<file path="config.mk">
export PLATFORM = sky130hd
export DESIGN_NAME = bjsc_top
export DESIGN_NICKNAME = d
export VERILOG_FILES = /design/src/verilog/bjsc_pkg.sv /design/src/verilog/bjsc_top.sv
export VERILOG_INCLUDE_DIRS = /design/src /design/src/verilog
export SDC_FILE = /design/constraint.sdc
export NUM_CORES = 1
export LEC_CHECK = 0
export ABC_AREA = 0
export ABC_CLOCK_PERIOD_IN_PS = 4700
export BUFFER_PORTS_ARGS = -buffer_cell sky130_fd_sc_hd__clkbuf_2
export CORE_MARGIN = 3
export CORE_UTILIZATION = 60
export CTS_BUF_LIST = sky130_fd_sc_hd__clkbuf_16
export CTS_CLUSTER_SIZE = 16
export DETAILED_ROUTE_END_ITERATION = 10
export PLACE_DENSITY = 0.85
export SYNTH_ARGS = -nofsm -noshare
export SYNTH_HDL_FRONTEND = slang
export SYNTH_SLANG_ARGS = --single-unit
</file>
<file path="constraint.sdc">
create_clock -name aclk -period 4.7 [get_ports aclk]
set_input_delay 0.94 -clock aclk [delete_from_list [all_inputs] [get_ports aclk]]
set_output_delay 0.94 -clock aclk [all_outputs]
set_load 0.01 [all_outputs]
</file>
<file path="src/verilog/bjsc_defs.svh">
// register map, field positions, reset values and cycle counts
`ifndef BJSC_DEFS_SVH
`define BJSC_DEFS_SVH
// What this block does
// - status bit one: branch to pc+offset+1
// - status bit zero: branch to pc+offset+1
// - equal/not-equal branches test zero flag
// - carry one/zero branches test carry flag
// - unsigned branches alias carry zero/one
// - negative/positive branches test negative flag
// - signed not-less taken when n xor v zero
// - signed less taken when n xor v one
// - half-carry branches test half-carry flag
// - transfer-bit branches test t flag
// - overflow branches test overflow flag
// - register bit zero skips next instruction
// - register bit one skips next instruction
// - io bit zero skips next instruction
// - io bit one skips next instruction
// - equal operands skip, flags kept
// - compares set z n v c h, one cycle
// - indirect jump loads pointer, two cycles
// - indirect invoke pushes, loads pointer, three cycles
`define BJSC_OFF_CTRL 8'h00
`define BJSC_OFF_INSN 8'h04
`define BJSC_OFF_PC 8'h08
`define BJSC_OFF_STATUS_REGISTER 8'h0c
`define BJSC_OFF_OPER 8'h10
`define BJSC_OFF_PTR 8'h14
`define BJSC_OFF_STAT 8'h18
`define BJSC_RST_PC 16'h0000
`define BJSC_RST_STATUS_REGISTER 8'h00
`define BJSC_RST_WORD 32'h0000_0000
`define BJSC_SR_C 0
`define BJSC_SR_Z 1
`define BJSC_SR_N 2
`define BJSC_SR_V 3
`define BJSC_SR_S 4
`define BJSC_SR_H 5
`define BJSC_SR_T 6
`define BJSC_SR_I 7
`define BJSC_INSN_LONG 9
`define BJSC_CYC_ONE 3'h1
`define BJSC_CYC_TWO 3'h2
`define BJSC_CYC_THREE 3'h3
`define BJSC_CYC_FOUR 3'h4
`define BJSC_RESP_OKAY 2'h0
`define BJSC_RESP_SLVERR 2'h2
`endif

</file>
<file path="src/verilog/bjsc_pkg.sv">
// types for the branch, jump and skip control block
`default_nettype none
package bjsc_pkg;
  typedef enum logic [5:0] {
    c_relative_jump = 6'h00, c_indirect_jump = 6'h01, c_absolute_jump = 6'h02,
    c_relative_subroutine_invoke = 6'h03, c_indirect_subroutine_invoke = 6'h04,
    c_absolute_subroutine_invoke = 6'h05, c_subroutine_exit = 6'h06,
    c_interrupt_handler_exit = 6'h07, c_compare_and_skip_on_match = 6'h08,
    c_compare_registers = 6'h09, c_compare_registers_with_borrow = 6'h0a,
    c_compare_with_constant = 6'h0b, c_skip_on_reg_bit_zero = 6'h0c,
    c_skip_on_reg_bit_one = 6'h0d, c_skip_on_io_bit_zero = 6'h0e,
    c_skip_on_io_bit_one = 6'h0f, c_branch_on_status_bit_one = 6'h10,
    c_branch_on_status_bit_zero = 6'h11, c_branch_on_equal = 6'h12,
    c_branch_on_not_equal = 6'h13, c_branch_on_carry_one = 6'h14,
    c_branch_on_carry_zero = 6'h15, c_branch_unsigned_not_below = 6'h16,
    c_branch_unsigned_below = 6'h17, c_branch_on_negative = 6'h18,
    c_branch_on_positive = 6'h19, c_branch_signed_not_less = 6'h1a,
    c_branch_signed_less = 6'h1b, c_branch_on_half_carry_one = 6'h1c,
    c_branch_on_half_carry_zero = 6'h1d, c_branch_on_transfer_bit_one = 6'h1e,
    c_branch_on_transfer_bit_zero = 6'h1f, c_branch_on_overflow_one = 6'h20,
    c_branch_on_overflow_zero = 6'h21
  } bjsc_cmd_e;
  typedef enum logic [0:0] {st_idle = 1'b0, st_run = 1'b1} bjsc_state_e;
  typedef logic [1:0] bjsc_resp_t;
  typedef struct packed {
    logic [15:0] pc;
    logic [15:0] ret;
    logic [7:0] status_register;
    logic [2:0] cyc;
    logic taken;
    logic push;
    logic pop;
  } bjsc_res_s;
endpackage
`default_nettype wire

</file>
<file path="src/verilog/bjsc_top.sv">
// branch, jump, skip and compare control behind an axi4-lite slave
//
// Local design decisions: the AXI4-Lite slave port and the address map.
`timescale 1ns/1ps
`default_nettype none
`include "bjsc_defs.svh"
module bjsc_top (
  input wire logic aclk,
  input wire logic aresetn,
  input wire logic [7:0] awaddr,
  input wire logic awvalid,
  output logic awready,
  input wire logic [31:0] wdata,
  input wire logic [3:0] wstrb,
  input wire logic wvalid,
  output logic wready,
  output bjsc_pkg::bjsc_resp_t bresp,
  output logic bvalid,
  input wire logic bready,
  input wire logic [7:0] araddr,
  input wire logic arvalid,
  output logic arready,
  output logic [31:0] rdata,
  output bjsc_pkg::bjsc_resp_t rresp,
  output logic rvalid,
  input wire logic rready
);
  import bjsc_pkg::*;

  logic aw_held_reg, w_held_reg;
  logic [7:0] waddr_reg;
  logic [31:0] wbuf_reg;
  logic [3:0] wstb_reg;
  logic [31:0] insn_reg, oper_reg;
  logic [15:0] pc_reg, ptr_reg;
  logic [7:0] status_register_reg;
  bjsc_state_e st_reg;
  logic [2:0] cnt_reg;
  bjsc_res_s res_next, res_reg;
  logic [15:0] stack_reg [0:7];
  logic [2:0] sp_reg;
  logic last_taken_reg;
  logic [2:0] last_cyc_reg;
  logic aw_take, w_take, ar_take, wr_do, go, commit, rvalid_next;
  bjsc_cmd_e cmd;
  logic [2:0] bidx;
  logic [15:0] arg, seq, brto, skipto;
  logic [7:0] ra, rb, io;
  logic br, sk, cond;

  function automatic logic [31:0] merge(input logic [31:0] old, input logic [31:0] nw,
                                        input logic [3:0] strb);
    logic [31:0] r;
    r = old;
    for (int i = 0; i < 4; i++) begin
      if (strb[i]) begin
        r[8*i +: 8] = nw[8*i +: 8];
      end
    end
    return r;
  endfunction

  function automatic logic mapped(input logic [7:0] a);
    return a <= `BJSC_OFF_STAT && a[1:0] == 2'h0;
  endfunction

  function automatic logic [15:0] sext7(input logic [15:0] v);
    return {{9{v[6]}}, v[6:0]};
  endfunction

  function automatic logic [15:0] sext12(input logic [15:0] v);
    return {{4{v[11]}}, v[11:0]};
  endfunction

  function automatic logic [7:0] cmp_flags(input logic [7:0] sr, input logic [7:0] a,
                                           input logic [7:0] b, input logic wc);
    logic [7:0] r;
    logic [7:0] f;
    r = a - b - {7'h00, wc & sr[`BJSC_SR_C]};
    f = sr;
    f[`BJSC_SR_H] = (~a[3] & b[3]) | (b[3] & r[3]) | (r[3] & ~a[3]);
    f[`BJSC_SR_V] = (a[7] & ~b[7] & ~r[7]) | (~a[7] & b[7] & r[7]);
    f[`BJSC_SR_N] = r[7];
    f[`BJSC_SR_S] = r[7] ^ f[`BJSC_SR_V];
    f[`BJSC_SR_C] = (~a[7] & b[7]) | (b[7] & r[7]) | (r[7] & ~a[7]);
    f[`BJSC_SR_Z] = (r == 8'h00) & (~wc | sr[`BJSC_SR_Z]);
    return f;
  endfunction

  // bus handshake terms
  assign aw_take = awvalid & awready;
  assign w_take = wvalid & wready;
  assign ar_take = arvalid & arready;
  assign wr_do = aw_held_reg & w_held_reg & ~bvalid;
  assign go = wr_do && st_reg == st_idle && waddr_reg == `BJSC_OFF_CTRL
              && wstb_reg[0] && wbuf_reg[0];
  assign commit = st_reg == st_run && cnt_reg == 3'h1;
  assign rvalid_next = ar_take | (rvalid & ~rready);

  // write address and data, taken in either order
  always_ff @(posedge aclk) begin
    if (!aresetn) begin
      aw_held_reg <= 1'b0;
      w_held_reg <= 1'b0;
      waddr_reg <= 8'h00;
      wbuf_reg <= `BJSC_RST_WORD;
      wstb_reg <= 4'h0;
      awready <= 1'b0;
      wready <= 1'b0;
    end else begin
      if (aw_take) begin
        aw_held_reg <= 1'b1;
        waddr_reg <= awaddr;
      end else if (wr_do) begin
        aw_held_reg <= 1'b0;
      end
      if (w_take) begin
        w_held_reg <= 1'b1;
        wbuf_reg <= wdata;
        wstb_reg <= wstrb;
      end else if (wr_do) begin
        w_held_reg <= 1'b0;
      end
      awready <= ~(aw_take | (aw_held_reg & ~wr_do));
      wready <= ~(w_take | (w_held_reg & ~wr_do));
    end
  end

  // write response
  always_ff @(posedge aclk) begin
    if (!aresetn) begin
      bvalid <= 1'b0;
      bresp <= `BJSC_RESP_OKAY;
    end else if (wr_do) begin
      bvalid <= 1'b1;
      bresp <= mapped(waddr_reg) ? `BJSC_RESP_OKAY : `BJSC_RESP_SLVERR;
    end else if (bready) begin
      bvalid <= 1'b0;
    end
  end

  // read channel
  always_ff @(posedge aclk) begin
    if (!aresetn) begin
      rvalid <= 1'b0;
      arready <= 1'b0;
      rdata <= `BJSC_RST_WORD;
      rresp <= `BJSC_RESP_OKAY;
    end else begin
      rvalid <= rvalid_next;
      arready <= ~rvalid_next;
      if (ar_take) begin
        rresp <= mapped(araddr) ? `BJSC_RESP_OKAY : `BJSC_RESP_SLVERR;
        case (araddr)
          `BJSC_OFF_CTRL: rdata <= {31'h0, st_reg == st_run};
          `BJSC_OFF_INSN: rdata <= insn_reg;
          `BJSC_OFF_PC: rdata <= {16'h0000, pc_reg};
          `BJSC_OFF_STATUS_REGISTER: rdata <= {24'h000000, status_register_reg};
          `BJSC_OFF_OPER: rdata <= oper_reg;
          `BJSC_OFF_PTR: rdata <= {16'h0000, ptr_reg};
          `BJSC_OFF_STAT: rdata <= {25'h0, sp_reg, last_taken_reg, last_cyc_reg};
          default: rdata <= `BJSC_RST_WORD;
        endcase
      end
    end
  end

  // operand registers, frozen while an instruction runs
  always_ff @(posedge aclk) begin
    if (!aresetn) begin
      insn_reg <= `BJSC_RST_WORD;
      oper_reg <= `BJSC_RST_WORD;
      ptr_reg <= `BJSC_RST_PC;
    end else if (wr_do && st_reg == st_idle) begin
      if (waddr_reg == `BJSC_OFF_INSN) begin
        insn_reg <= merge(insn_reg, wbuf_reg, wstb_reg);
      end
      if (waddr_reg == `BJSC_OFF_OPER) begin
        oper_reg <= merge(oper_reg, wbuf_reg, wstb_reg);
      end
      if (waddr_reg == `BJSC_OFF_PTR) begin
        ptr_reg <= 16'(merge({16'h0000, ptr_reg}, wbuf_reg, wstb_reg));
      end
    end
  end

  // decode and next program counter
  always_comb begin
    cmd = bjsc_cmd_e'(insn_reg[5:0]);
    bidx = insn_reg[8:6];
    arg = insn_reg[31:16];
    ra = oper_reg[7:0];
    rb = oper_reg[15:8];
    io = oper_reg[23:16];
    seq = pc_reg + 16'h0001;
    brto = pc_reg + sext7(arg) + 16'h0001;
    skipto = pc_reg + (insn_reg[`BJSC_INSN_LONG] ? 16'h0003 : 16'h0002);
    br = 1'b0;
    sk = 1'b0;
    cond = 1'b0;
    res_next = '{pc: seq, ret: seq, status_register: status_register_reg, cyc: `BJSC_CYC_ONE,
                 taken: 1'b0, push: 1'b0, pop: 1'b0};
    case (cmd)
      c_relative_jump: begin
        res_next.pc = pc_reg + sext12(arg) + 16'h0001;
        res_next.cyc = `BJSC_CYC_TWO;
      end
      c_indirect_jump: begin
        res_next.pc = ptr_reg;
        res_next.cyc = `BJSC_CYC_TWO;
      end
      c_absolute_jump: begin
        res_next.pc = arg;
        res_next.cyc = `BJSC_CYC_THREE;
      end
      c_relative_subroutine_invoke: begin
        res_next.pc = pc_reg + sext12(arg) + 16'h0001;
        res_next.cyc = `BJSC_CYC_THREE;
        res_next.push = 1'b1;
      end
      c_indirect_subroutine_invoke: begin
        res_next.pc = ptr_reg;
        res_next.cyc = `BJSC_CYC_THREE;
        res_next.push = 1'b1;
      end
      c_absolute_subroutine_invoke: begin
        res_next.pc = arg;
        res_next.ret = pc_reg + 16'h0002;
        res_next.cyc = `BJSC_CYC_FOUR;
        res_next.push = 1'b1;
      end
      c_subroutine_exit: begin
        res_next.pc = stack_reg[sp_reg - 3'h1];
        res_next.cyc = `BJSC_CYC_FOUR;
        res_next.pop = 1'b1;
      end
      c_interrupt_handler_exit: begin
        res_next.pc = stack_reg[sp_reg - 3'h1];
        res_next.cyc = `BJSC_CYC_FOUR;
        res_next.pop = 1'b1;
        res_next.status_register[`BJSC_SR_I] = 1'b1;
      end
      c_compare_and_skip_on_match: begin
        sk = 1'b1;
        cond = ra == rb;
      end
      c_compare_registers: res_next.status_register = cmp_flags(status_register_reg, ra, rb, 1'b0);
      c_compare_registers_with_borrow: res_next.status_register = cmp_flags(status_register_reg, ra, rb, 1'b1);
      c_compare_with_constant: res_next.status_register = cmp_flags(status_register_reg, ra, arg[7:0], 1'b0);
      c_skip_on_reg_bit_zero: begin
        sk = 1'b1;
        cond = ~ra[bidx];
      end
      c_skip_on_reg_bit_one: begin
        sk = 1'b1;
        cond = ra[bidx];
      end
      c_skip_on_io_bit_zero: begin
        sk = 1'b1;
        cond = ~io[bidx];
      end
      c_skip_on_io_bit_one: begin
        sk = 1'b1;
        cond = io[bidx];
      end
      default: begin
        br = 1'b1;
        case (cmd)
          c_branch_on_status_bit_one: cond = status_register_reg[bidx];
          c_branch_on_status_bit_zero: cond = ~status_register_reg[bidx];
          c_branch_on_equal: cond = status_register_reg[`BJSC_SR_Z];
          c_branch_on_not_equal: cond = ~status_register_reg[`BJSC_SR_Z];
          c_branch_on_carry_one: cond = status_register_reg[`BJSC_SR_C];
          c_branch_on_carry_zero: cond = ~status_register_reg[`BJSC_SR_C];
          c_branch_unsigned_not_below: cond = ~status_register_reg[`BJSC_SR_C];
          c_branch_unsigned_below: cond = status_register_reg[`BJSC_SR_C];
          c_branch_on_negative: cond = status_register_reg[`BJSC_SR_N];
          c_branch_on_positive: cond = ~status_register_reg[`BJSC_SR_N];
          c_branch_signed_not_less: cond = ~(status_register_reg[`BJSC_SR_N] ^ status_register_reg[`BJSC_SR_V]);
          c_branch_signed_less: cond = status_register_reg[`BJSC_SR_N] ^ status_register_reg[`BJSC_SR_V];
          c_branch_on_half_carry_one: cond = status_register_reg[`BJSC_SR_H];
          c_branch_on_half_carry_zero: cond = ~status_register_reg[`BJSC_SR_H];
          c_branch_on_transfer_bit_one: cond = status_register_reg[`BJSC_SR_T];
          c_branch_on_transfer_bit_zero: cond = ~status_register_reg[`BJSC_SR_T];
          c_branch_on_overflow_one: cond = status_register_reg[`BJSC_SR_V];
          c_branch_on_overflow_zero: cond = ~status_register_reg[`BJSC_SR_V];
          default: br = 1'b0;
        endcase
      end
    endcase
    if (br && cond) begin
      res_next.pc = brto;
      res_next.cyc = `BJSC_CYC_TWO;
      res_next.taken = 1'b1;
    end
    if (sk && cond) begin
      res_next.pc = skipto;
      res_next.cyc = insn_reg[`BJSC_INSN_LONG] ? `BJSC_CYC_THREE : `BJSC_CYC_TWO;
      res_next.taken = 1'b1;
    end
  end

  // sequencer: stays busy for the instruction's cycle count
  always_ff @(posedge aclk) begin
    if (!aresetn) begin
      st_reg <= st_idle;
      cnt_reg <= 3'h0;
      res_reg <= '0;
      last_taken_reg <= 1'b0;
      last_cyc_reg <= 3'h0;
    end else begin
      case (st_reg)
        st_idle: begin
          if (go) begin
            st_reg <= st_run;
            cnt_reg <= res_next.cyc;
            res_reg <= res_next;
          end
        end
        st_run: begin
          cnt_reg <= cnt_reg - 3'h1;
          if (commit) begin
            st_reg <= st_idle;
            last_taken_reg <= res_reg.taken;
            last_cyc_reg <= res_reg.cyc;
          end
        end
        default: st_reg <= st_idle;
      endcase
    end
  end

  // program counter and status register
  always_ff @(posedge aclk) begin
    if (!aresetn) begin
      pc_reg <= `BJSC_RST_PC;
      status_register_reg <= `BJSC_RST_STATUS_REGISTER;
    end else if (commit) begin
      pc_reg <= res_reg.pc;
      status_register_reg <= res_reg.status_register;
    end else if (wr_do && st_reg == st_idle) begin
      if (waddr_reg == `BJSC_OFF_PC) begin
        pc_reg <= 16'(merge({16'h0000, pc_reg}, wbuf_reg, wstb_reg));
      end
      if (waddr_reg == `BJSC_OFF_STATUS_REGISTER) begin
        status_register_reg <= 8'(merge({24'h000000, status_register_reg}, wbuf_reg, wstb_reg));
      end
    end
  end

  // return address stack, circular
  always_ff @(posedge aclk) begin
    if (!aresetn) begin
      sp_reg <= 3'h0;
    end else if (commit && res_reg.push) begin
      stack_reg[sp_reg] <= res_reg.ret;
      sp_reg <= sp_reg + 3'h1;
    end else if (commit && res_reg.pop) begin
      sp_reg <= sp_reg - 3'h1;
    end
  end
endmodule
`default_nettype wire

</file>
Yosys cells after proc, flatten, opt, wreduce, memory -nomap -nowiden
Memories as Yosys holds them, arrays and structs flattened.
Cells that the tools add are included.
{"block": "word_totals", "elab_cells": 288, "ramBits": 128, "memories": 1, "input_bits": 59, "out_inout_bits": 41, "register_bits": 248}
{"block": "op_classes", "magnitude_cmp": 3, "reduce_logical": 57, "bitwise_logic": 79, "muxes": 50, "n_addsub": 13, "n_eq_ne": 47}
{"name": "stack_reg", "depth": 8, "width": 16, "rd": 1, "rd_clocked_by_memory_dff": 0, "wr": 1, "line_no": "bjsc_top.sv:40", "text": "logic [15:0] stack_reg [0:7];"}
{"op": "$pmux 32 s7", "count": 1}
{"op": "$eq 6x5->1 const B", "count": 16}
{"op": "$mux 16", "count": 6}
{"op": "$pmux 16 s4", "count": 1}
{"op": "$add 16x1->16 const B", "count": 3}
{"op": "$eq 6x4->1 const B", "count": 8}
{"op": "$eq 8x5->1 const B", "count": 5}
{"op": "$logic_not 8->1", "count": 5}
{"op": "$mux 8", "count": 5}
{"op": "$reduce_and 3->1", "count": 13}
{"op": "$and 1x1->1", "count": 33}
{"op": "$add 16x16->16", "count": 2}
{"op": "$eq 8x4->1 const B", "count": 4}
{"op": "$eq 6x3->1 const B", "count": 4}
{"op": "$not 1->1", "count": 24}
{"op": "$mux 1", "count": 21}
{"op": "$or 1x1->1", "count": 18}
{"op": "$pmux 6 s3", "count": 1}
{"op": "$reduce_bool 2->1", "count": 9}
{"op": "$reduce_or 18->1", "count": 1}
{"op": "$add 16x2->16", "count": 1}
{"op": "$add 16x2->16 const B", "count": 1}
{"op": "$eq 8x3->1 const B", "count": 2}
{"op": "$le 8x5->1 const B", "count": 2}
{"op": "other kinds (30)", "count": 63}

Longest topological paths before layout
Gate-level depths: netlist of run 1.
{"block": "logic_depth", "word_depth": 10, "mapped_depth": 18, "depth_no_buf": 18}

Worst setup path before layout of run 1
OpenSTA, ideal clock, no wires.
{"block": "synth_timing", "kind": "flip-flop to flip-flop", "from": "register sp_reg[0]", "to": "register res_reg[39] (netlist bit)", "path_stages_with_launch": 13, "period_less_slack_ns": 3.198, "t_required_ns": 4.583, "n_path_buf": 4, "arrival_ns": 3.081, "setup_slack_ns": 1.502, "setup_time_ns": 0.117, "cell_sequence": "dfxtp_1 > buf_2 > buf_1 > inv_1 > ha_1 > clkbuf_1 > clkbuf_1 > mux4_2 > nand4_1 > a32oi_1 > a221oi_1 > o21ai_0 > a32o_1"}
{"block": "synth_between", "elab_chain_cells": 5}
{"element": "start: declaration", "line_no": "bjsc_top.sv:41", "text": "logic [2:0] sp_reg;"}
{"element": "start signal: assignment", "line_no": "bjsc_top.sv:357", "text": "sp_reg <= sp_reg + 3'h1;"}
{"element": "start signal: assignment", "line_no": "bjsc_top.sv:359", "text": "sp_reg <= sp_reg - 3'h1;"}
{"element": "$sub 3x1->3", "line_no": "bjsc_top.sv:233, bjsc_top.sv:238"}
{"element": "$mem_v2 8x16"}
{"element": "$pmux 16 s4", "line_no": "bjsc_top.sv:203", "text": "case (cmd)"}
{"element": "$mux 16", "line_no": "bjsc_top.sv:291", "text": "if (br && cond) begin"}
{"element": "$mux 16", "line_no": "bjsc_top.sv:296", "text": "if (sk && cond) begin"}
{"element": "end signal: assignment", "line_no": "bjsc_top.sv:317", "text": "res_reg <= res_next;"}
{"element": "end: declaration", "line_no": "bjsc_top.sv:39", "text": "bjsc_res_s res_next, res_reg;"}
No other way between the ends.
A chain may end at the register's enable or synchronous reset.

Final worst setup path of run 1
{"block": "layout_timing", "from": "register insn_reg[17]", "to": "register res_reg[10] (netlist bit)"}
{"block": "layout_between", "elab_chain_cells": 6, "elab_cells_between_ends": 7, "classes_between": "1 x add/sub; 1 x mux; 5 x bitwise"}
{"element": "start: declaration", "line_no": "bjsc_top.sv:34", "text": "logic [31:0] insn_reg, oper_reg;"}
{"element": "start signal: assignment", "line_no": "bjsc_top.sv:171", "text": "insn_reg <= `BJSC_RST_WORD;"}
{"element": "start signal: assignment", "line_no": "bjsc_top.sv:176", "text": "insn_reg <= merge(insn_reg, wbuf_reg, wstb_reg);"}
{"element": "$sub 8x8->8 (*)", "line_no": "bjsc_top.sv:79", "text": "r = a - b - {7'h00, wc & sr[`BJSC_SR_C]};"}
{"element": "$not 1->1", "line_no": "bjsc_top.sv:82", "text": "f[`BJSC_SR_V] = (a[7] & ~b[7] & ~r[7]) | (~a[7] & b[7] & r[7]);"}
{"element": "$and 1x1->1", "line_no": "bjsc_top.sv:82"}
{"element": "$or 1x1->1", "line_no": "bjsc_top.sv:82"}
{"element": "$xor 1x1->1 (*)", "line_no": "bjsc_top.sv:84", "text": "f[`BJSC_SR_S] = r[7] ^ f[`BJSC_SR_V];"}
{"element": "$pmux 6 s3 (*)", "line_no": "bjsc_top.sv:203"}
Mark *: on every way between the ends. The rest lies on a longest branch, timed or not.

==> run_results.csv, run 1 <==
group,metric,value,unit
outcome,outcome,"finished, final reports clean",
placed_design,io_buffers,97,
sta,clock_skew,0.0274,ns
die,ios,100,
sta,finalCritPeriodShare,77.1,%
cells_and_area,regArea,8770,um^2
global_route,grt_pass1_wl,85500,um
setup_path,worstPathCellList,"inv_1 > ha_1 > a21o_1 > a21oi_1 > nor2b_1 > o21a_1 > o21ai_0 > nand2b_1 > a21oi_1 > fa_1 > nor2b_1 > o41ai_1 > nor2_1 > nor3_1 > a31oi_1 > o41ai_1",
clock_network,cts_buffer_depth,3,
sta,setup_tns,0,ns
cells_and_area,fin_cells,2391,
setup_path,critPathKind,"reg -> reg",
die,die_area,33300,um^2
power_and_ir_drop,p_int,0.00525,W
setup_path,r2r-start,"insn_reg[17]",
detailed_routing,dr.pass1.iters,6,
synth,postSynthCellCount,1915,
die,start_util,61.0,%
detailed_routing,wl_per_cell,23.3,um
sta,max_freq,0.276,GHz
global_route,gr-usage-all-layers,32.8,%
global_route,grt_max_degree,109,
cells_and_area,largest_reg_flops,128,
clock_network,clk_latency,0.54,ns
detailed_routing,drt-total-wl,55800,um
synth,synth_cell_type_count,77,
global_route,antenna_found_initial,0,
clock_network,cts.repair.resized,0,
clock_network,ctsHoldBuffers,0,
sta,post-route-min-period,3.62,ns
placed_design,dp_cells,2322,
synth,ys.flop_type,"dfxtp_1",
sta,grt_setup_unrepaired,"no",
synth,seq_area_frac_synth,46.9,%
synth,netlist_top_cells_count,"dfxtp_1, nor2_1, nand2_1",
cells_and_area,num-fill-cells,2348,
detailed_routing,drcViolationCount,0,
cells_and_area,final_nets,2087,
global_route,first_global_vias,14900,
synth,synth.area.top_cells,"dfxtp_1, edfxtp_1, mux2i_1, nor2_1, mux4_2",
cells_and_area,area_growth,11.5,%
synth,syn_avg_cell_area,9.77,um^2
clock_network,post_cts_buffers,0,
synth,async_reset_ff_share,0,%
power_and_ir_drop,leakage,7.73,nW
global_route,overflow,0,
min_path,min-delay-start,"waddr_reg[0]",
detailed_routing,vias,15600,
cells_and_area,drive_gt1_share,13.2,%
setup_path,crit_required,5.13,ns
power_and_ir_drop,p_switching,0.00145,W
clock_network,clkSinkCount,374,
power_and_ir_drop,irDropWorstVdd,0.368,mV
synth,yosys_warnings,0,
placed_design,place.gp.congestion,1.01,
placed_design,post_dp_cell_area,19600,um^2
detailed_routing,vias_per_cell,6.51,
sta,setup_viol,0,
synth,yosysMostFrequentCell,"dfxtp_1",
clock_network,clkTransAtPathRegs,0.06,ns
power_and_ir_drop,switching_share,21.7,%
min_path,worst_hold_path.num_cells,2,
setup_path,start_kind,"register",
setup_path,arrival,4.05,ns
power_and_ir_drop,p_comb_share,2.8,%
setup_path,r2r-end,"res_reg[10]",
die,die-height,183,um
setup_path,rrSetupSlack,1.08,ns
power_and_ir_drop,finalPower,0.00671,W
detailed_routing,ant_nets,0,
sta,worst_pin_slew,1.19,ns
min_path,hold_path_end,"waddr_reg[0]",
clock_network,cts_tree,"built",
detailed_routing,first_iter_violations,1835,
synth,synth_area,18700,um^2
setup_path,cp-end-kind,"register",
min_path,hp-class,"reg -> reg",
power_and_ir_drop,p_per_area,321,nW/um^2
setup_path,timing.critical_path.slowest_cell_delay,0.52,ns
synth,ys_ff_latch,374,
setup_path,ff2ff_path_depth,16,
sta,slew_headroom,20.4,%
die,fp.dieW,183,um
die,num_rows,64,
power_and_ir_drop,seq_power_share,50.4,%
clock_network,cts_root_buf,"clkbuf_16",
cells_and_area,antenna_cells,0,
flow_run,cap_violations,0,
cells_and_area,fin_area,20900,um^2
synth,synth-edff-count,128,
clock_network,htree_levels,2,
power_and_ir_drop,power.share.clock,46.8,%
clock_network,cts_buffers,40,
sta,timing.final.max_slew_violations,0,
placed_design,hpwl,39100,um
die,core_area,30700,um^2
sta,hold_violations,0,
setup_path,worstPathMaxFanout,6,
synth,synth_top_area_cell,"dfxtp_1",
cells_and_area,multiInputGateArea,9310,um^2
setup_path,critPathSlowestCell,"fa_1",
synth,synthDominantCellAreaShare,26.3,%
-- metrics by stage --
step	hold slack [ns]	setup WS (ns)	util [%]
after CTS	0.451	1.10	68.0
after global placement	0.437	1.18	63.7
after floorplan	0.431	1.50	-
after global routing	0.466	0.715	68.0
after detailed placement	0.445	1.13	63.7
final	0.451	1.08	68.0
-- placed cells by master, fill, tap and decap left out, drive strengths merged, types with 5 or more instances in the layout --
cell	instances
dfxtp	246
a221oi	14
o221ai	5
a21oi	169
clkinv	11
a211oi	34
nor3b	11
a22oi	46
nand3	39
buf	44
ha	53
and3	7
or3	12
fa	7
nor2	243
a21o	12
o211ai	9
xnor2	45
a31oi	14
xor2	31
edfxtp	128
o21a	5
a311oi	12
inv	48
nor2b	17
nand2	201
nor3	33
clkbuf	139
nand4	20
a222oi	7
and2	13
nand2b	15
mux4	39
mux2i	127
o21ai	70
-- worst max path at each step --
| stage | from | endpoint | slack [ns] | cells past startpoint |
|---|---|---|---|---|
| global placement | insn_reg[17] | res_reg[10] | 1.18 | 16 |
| global route | insn_reg[17] | res_reg[10] | 0.71 | 16 |
| finish | insn_reg[17] | res_reg[10] | 1.08 | 16 |
| CTS | insn_reg[17] | res_reg[10] | 1.10 | 16 |
| floorplan | sp_reg[0] | res_reg[39] | 1.50 | 12 |
| detailed placement | insn_reg[17] | res_reg[10] | 1.13 | 16 |
-- critical path: cells and delay by family (launching register included) --
kind | cells | cell delay [ns]
compound gates | 8 | 1.46
fa+ha+maj | 2 | 0.83
buf+inv | 1 | 0.14
flops | 1 | 0.49
simple gates | 5 | 0.59
-- cell type report --
cell class                 count  area share (%)
multi-input combinational   1372            44.6
sequential                   374            42.0
clock buffer                  42            5.04
timing repair buffer         141            3.97
tap                          396            2.38
clock inverter                27            1.23
inverter                      39           0.726
-- cells by family after synthesis --
logic type	Yosys count	synth area share, %
mux	167	11.6
compound gates	433	14.7
fa+ha+maj	60	4.29
flops	374	46.9
simple gates	634	15.3
other cells	1	0.0201
buf+inv	170	3.63
xor+xnor	76	3.56
-- power groups by stage --
stage / sequential (W) / combinational (W) / clock [W]
floorplan: 0.00343 / 0.000122 / 0
global placement: 0.00345 / 0.000182 / 0
detailed placement: 0.00345 / 0.000187 / 0
CTS: 0.00338 / 0.000189 / 0.00318
global route: 0.00338 / 0.000206 / 0.00330
finish: 0.00338 / 0.000191 / 0.00314
-- per-layer routing --
metal  wire length [um]  vias up  global-route usage [%]  share of wire (%)
li1                   -     7055                       -                  -
met1              22600     7523                    44.1                 41
met2              25500      807                    52.4                 46
met3               5150      170                    6.44                9.2
met4               2530        0                    13.4                4.5
met5                  0        -                       0                  0
Power figures use the tool's default switching activity.
==> run 2, diff against run 1 <==
ABC_CLOCK_PERIOD_IN_PS = 3300   (was 4700)
CORE_UTILIZATION = 56   (was 60)
PLACE_DENSITY = 0.84   (was 0.85)
clock period = 3.3 ns   (was 4.7 ns; I/O delays follow)
==> run 2 against run 1 <==
- die area grew 6.9%
- utilization shrank 2.4 points
- hold slack lost 0.11 ns
- worst setup slack lost 0.93 ns
- sequential share of layout area shrank 1.1 points
- highest routed layer is now met5
- combinational power grew 45%
- clock skew shrank 0.0074 ns
==> run_results.csv, run 2 (synthesis gave the netlist of run 1 again) <==
group,metric,value,unit
outcome,outcome,"finished, final reports clean",
power_and_ir_drop,leakage,8.12,nW
min_path,worst_hold_path.num_cells,3,
global_route,grt_pass1_wl,86400,um
power_and_ir_drop,irDropWorstVdd,0.590,mV
power_and_ir_drop,p_switching,0.00203,W
sta,worst_pin_slew,0.671,ns
power_and_ir_drop,power.share.clock,44.9,%
clock_network,clk_latency,0.54,ns
detailed_routing,wl_per_cell,22.2,um
die,num_rows,66,
global_route,first_global_vias,15200,
clock_network,cts_buffer_depth,3,
power_and_ir_drop,p_int,0.00720,W
clock_network,cts_buffers,40,
power_and_ir_drop,p_per_area,430,nW/um^2
global_route,grtUsageMet2,49.0,%
cells_and_area,largest_reg_flops,128,
setup_path,path_buf_inv,2,
clock_network,htree_levels,2,
setup_path,critPathKind,"reg -> reg",
detailed_routing,ant_nets,0,
die,start_util,57.2,%
setup_path,worstPathCellList,"inv_2 > ha_4 > nor2b_4 > o21a_1 > o21ai_2 > nand2_1 > a21oi_1 > nor2_1 > o21ai_1 > nand2b_1 > fa_2 > inv_4 > and4_1 > a32oi_1 > nor3_1 > a221oi_1 > a21oi_1",
setup_path,arrival,3.56,ns
flow_run,cap_violations,0,
placed_design,dp_cells,2438,
cells_and_area,drive_gt1_share,17.1,%
sta,post-route-min-period,3.15,ns
power_and_ir_drop,switching_share,22.0,%
placed_design,io_buffers,97,
min_path,hp-class,"in -> reg",
clock_network,cts_root_buf,"clkbuf_16",
setup_path,critPathSlowestCell,"fa_2",
sta,max_freq,0.317,GHz
min_path,hold_path_end,"wbuf_reg[1]",
cells_and_area,fin_cells,2513,
sta,clock_skew,0.0200,ns
die,core_area,32700,um^2
sta,grt_setup_unrepaired,"yes",
sta,timing.final.max_slew_violations,0,
detailed_routing,vias,15800,
setup_path,r2r-start,"oper_reg[9]",
cells_and_area,antenna_cells,0,
sta,finalCritPeriodShare,95.5,%
cells_and_area,regArea,8770,um^2
detailed_routing,drt-total-wl,55800,um
sta,hold_violations,0,
global_route,grt_max_degree,74,
cells_and_area,multiInputGateArea,9350,um^2
cells_and_area,mostFrequentLayoutCells,"dfxtp_1, nor2_1, nand2_1, a21oi_1, edfxtp_1",
global_route,grt_use_met1,41.2,%
sta,setup_tns,0,ns
cells_and_area,final_common_cell,"dfxtp_1",
setup_path,path_common_cell,"a21oi_1",
global_route,gr-usage-all-layers,30.8,%
detailed_routing,drcViolationCount,0,
detailed_routing,first_iter_violations,1636,
setup_path,crit_required,3.71,ns
placed_design,place.gp.congestion,0.994,
setup_path,worstPathMaxFanout,6,
detailed_routing,dr.pass1.iters,8,
clock_network,clkTransAtPathRegs,0.06,ns
setup_path,start_kind,"register",
min_path,min-delay-start,"wdata[1]",
placed_design,post_dp_cell_area,20100,um^2
global_route,overflow,0,
die,die_area,35600,um^2
power_and_ir_drop,p_comb_share,3.0,%
setup_path,crit_family,"compound AO/OA/AOI/OAI gates",
die,fp.dieW,189,um
setup_path,r2r-end,"res_reg[7]",
cells_and_area,num-fill-cells,2590,
clock_network,clkSinkCount,374,
cells_and_area,final_nets,2160,
detailed_routing,vias_per_cell,6.27,
setup_path,rrSetupSlack,0.15,ns
die,die-height,189,um
sta,setup_viol,0,
clock_network,cts_tree,"built",
global_route,global_route.usage.met3,5.56,%
setup_path,timing.critical_path.slowest_cell_delay,0.62,ns
power_and_ir_drop,seq_power_share,52.1,%
setup_path,ff2ff_path_depth,17,
cells_and_area,area_growth,14.6,%
setup_path,cp-end-kind,"register",
placed_design,hpwl,40300,um
cells_and_area,fin_area,21400,um^2
sta,slew_headroom,55.1,%
global_route,grt.busiest_layer,"met2",
global_route,antenna_found_initial,2,
die,ios,100,
[run 2: metrics by stage]
stage               power (W)  setup slack (ns)  utilization (%)  hold WS [ns]
global placement      0.00517             0.113             61.6         0.437
detailed placement    0.00518            0.0628             61.6         0.444
finish                0.00923             0.150             65.6         0.343
CTS                   0.00929            0.0459             65.3         0.332
global route          0.00949           -0.0307             65.6         0.337
floorplan             0.00506             0.102                -         0.431
[run 2: repair_timing]
item                                    4_1_cts  5_1_grt
resized for setup                             0       24
setup buffers                                 0        3
endpoints found under the hold margin         0        0
endpoints found under the setup margin        0        3
hold buffers                                  0        0
[run 2: worst max-delay path by stage]
stage | from | to | slack (ns) | depth (start not counted)
5_1_grt | oper_reg[9] | res_reg[7] | -0.03 | 17
3_3_place_gp | oper_reg[1] | res_reg[7] | 0.11 | 16
6_report | oper_reg[9] | res_reg[7] | 0.15 | 17
2_1_floorplan | sp_reg[0] | res_reg[39] | 0.10 | 12
4_1_cts | insn_reg[17] | res_reg[10] | 0.05 | 16
3_5_place_dp | oper_reg[9] | res_reg[7] | 0.06 | 17
[run 2: tightest hold or removal path: stages]
cell and delay, ns:
clkbuf_2 0.08, nand2_1 0.04, a21oi_1 0.05
[run 2: power groups by stage]
| stage | Combinational [W] | Clock [W] | Sequential, W |
|---|---|---|---|
| floorplan | 0.000173 | 0 | 0.00489 |
| global placement | 0.000267 | 0 | 0.00490 |
| detailed placement | 0.000272 | 0 | 0.00491 |
| CTS | 0.000274 | 0.00420 | 0.00481 |
| global route | 0.000302 | 0.00438 | 0.00481 |
| finish | 0.000277 | 0.00414 | 0.00481 |
[run 2: layout make-up]
cell class                 count  share of cell area (%)
clock buffer                  41                    4.79
inverter                      39                   0.718
clock inverter                31                   0.829
sequential                   374                    40.9
timing repair buffer         214                    6.54
multi-input combinational   1372                    43.6
tap                          442                    2.58
[run 2: routing by layer]
| metal | routed length [um] | share of wire [%] |
|---|---|---|
| met1 | 22500 | 40 |
| met2 | 25200 | 45 |
| met3 | 5210 | 9.3 |
| met4 | 2860 | 5.1 |
| met5 | 13 | 0.023 |
==> run 3, diff against run 2 <==
ABC_CLOCK_PERIOD_IN_PS = 2800   (was 3300)
CTS_CLUSTER_DIAMETER = 200   (was not set)
clock period = 2.8 ns   (was 3.3 ns; I/O delays follow)
==> run 3 against run 2 <==
- global-route usage grew 0.62 points
- hold slack got worse by 0.13 ns
- routed wire length grew 3.0%
- cell count up 0.96%
- largest power group unchanged
- maximum frequency increased by 2.3%
- critical endpoint unchanged
- first-iteration DRC count rose by 4.2%
- the run now ends with setup timing left
- via count is 1.2% higher
- utilization up 0.94 points
- critical path depth is 1 lower
==> run_results.csv, run 3 (synthesis gave the netlist of run 1 again) <==
group,metric,value,unit
cells_and_area,antenna_cells,0,
placed_design,place.gp.congestion,0.996,
setup_path,arrival,3.53,ns
sta,setup_tns,-0.929,ns
detailed_routing,wl_per_cell,22.6,um
clock_network,htree_levels,1,
detailed_routing,ant_nets,0,
clock_network,clkTransAtPathRegs,0.08,ns
die,die-height,189,um
clock_network,clkSinkCount,374,
sta,slew_headroom,59.2,%
setup_path,start_kind,"register",
detailed_routing,drt-total-wl,57400,um
global_route,overflow,0,
cells_and_area,area_growth,16.3,%
setup_path,worstPathMaxFanout,5,
sta,fin_hold_ws,0.216,ns
sta,hold_violations,0,
setup_path,timing.critical_path.slowest_cell_delay,0.52,ns
setup_path,critPathSlowestCell,"fa_1",
cells_and_area,largest_reg_flops,128,
cells_and_area,final_common_cell,"dfxtp_1",
die,die_area,35600,um^2
cells_and_area,final_nets,2204,
detailed_routing,first_iter_violations,1705,
power_and_ir_drop,leakage,8.26,nW
cells_and_area,fin_cells,2537,
outcome,violations,"setup timing",
detailed_routing,drcViolationCount,0,
placed_design,io_buffers,97,
clock_network,cts_buffer_depth,3,
power_and_ir_drop,p_per_area,440,nW/um^2
sta,worst_pin_slew,0.611,ns
sta,grt_setup_unrepaired,"yes",
sta,clock_skew,0.0294,ns
cells_and_area,num-fill-cells,2561,
cells_and_area,drive_gt1_share,20.1,%
placed_design,hpwl,41400,um
cells_and_area,regArea,8780,um^2
global_route,grt_pass1_wl,88700,um
sta,setup_slack,-0.280,ns
setup_path,crit_required,3.24,ns
clock_network,cts_buffers,27,
min_path,hp-class,"in -> reg",
sta,max_freq,0.325,GHz
outcome,outcome,"finished with violations",
setup_path,worstPathCellList,"ha_4 > nor2b_4 > o21a_1 > o21ai_2 > nand2_2 > a21oi_2 > nor2_1 > o21ai_1 > nand2b_1 > fa_1 > inv_2 > and4_1 > a32oi_1 > nor3_1 > a221oi_1 > a21oi_1",
clock_network,ctsHoldBuffers,0,
placed_design,dpl_worst_slack,-0.307,ns
clock_network,cts_root_buf,"clkbuf_16",
placed_design,dp_cells,2489,
clock_network,cts_tree,"built",
detailed_routing,vias_per_cell,6.28,
power_and_ir_drop,irDropWorstVdd,0.615,mV
die,fp.dieW,189,um
sta,finalCritPeriodShare,110,%
sta,post-route-min-period,3.08,ns
cells_and_area,multiInputGateArea,9570,um^2
clock_network,clk_latency,0.57,ns
die,start_util,57.2,%
detailed_routing,vias,15900,
setup_path,critPathKind,"reg -> reg",
global_route,grt_max_degree,56,
global_route,gr-usage-all-layers,31.4,%
sta,timing.final.max_slew_violations,0,
setup_path,cp-end-kind,"register",
cells_and_area,mostFrequentLayoutCells,"dfxtp_1, nor2_1, nand2_1, a21oi_1, buf_4",
sta,setup_viol,5,
die,num_rows,66,
global_route,antenna_found_initial,0,
detailed_routing,dr.pass1.iters,7,
global_route,first_global_vias,15800,
flow_run,cap_violations,0,
die,core_area,32700,um^2
die,ios,100,
==> run 3: changes by cell type in the layout (fill, tap and decap cells not counted), sizes merged <==
cell      change
buf          +57
bufinv        -1
clkbuf       -14
clkinv       -14
clkinvlp      -4
==> run 3: layout make-up <==
class	count	share of cell area, %
multi-input cells	1372	44.0
inverters	39	0.696
well taps	442	2.54
clock inverters	12	0.242
flip-flops and latches	374	40.4
clock buffers	27	3.11
repair buffers	271	9.03
==> run 3: path summary, 6_finish.rpt <==
| check | startpoint | to | slack (ns) | depth (start not counted) |
|---|---|---|---|---|
| worst max-delay path | oper_reg[1] | res_reg[7] | -0.28 | 16 |
| worst min-delay path | wdata[5] | wbuf_reg[5] | 0.22 | 3 |
| worst max register to register | oper_reg[1] | res_reg[7] | -0.28 | 16 |
| worst min register to register | wstb_reg[3] | wstb_reg[3] | 0.46 | 2 |
==> run 3: repair_timing <==
action                                  CTS  global route
endpoints found under the setup margin   12            26
resized for setup                        17            56
setup buffers                             4             7
endpoints found under the hold margin     0             0
pin swaps                                 8            30
==> run 3: power by group <==
group | internal, W | leakage [nW] | switching, W
clock | 0.00173 | 0.397 | 0.00184
sequential | 0.00561 | 3.18 | 0.0000519
combinational | 0.000119 | 4.69 | 0.000219
total | 0.00745 | 8.26 | 0.00211
==> run 3: routing by layer <==
layer,up-vias,part of all wire [%],GRT usage [%]
met5,-,0,0
met4,0,5.0,14.6
met3,175,9.0,4.84
met2,827,46,50.4
met1,7666,40,42.1
li1,7269,-,-
==> run 3: worst max-delay path, delay by kind of cell (launching register included) <==
family / cells / cell delay [ns]
adder cells (fa/ha/maj): 2 / 0.76
AO/OA/AOI/OAI: 7 / 1.16
flip-flops: 1 / 0.37
AND/OR/NAND/NOR: 6 / 0.60
buffers and inverters: 1 / 0.08
==> run 3: metrics by stage <==
stage | area [um^2] | util, % | power, W
final | 21700 | 66.5 | 0.00956
after floorplan | 18700 | - | 0.00596
after CTS | 21500 | 65.6 | 0.00960
after global placement | 20600 | 63.1 | 0.00610
after global routing | 21700 | 66.5 | 0.00986
after detailed placement | 20600 | 63.1 | 0.00611
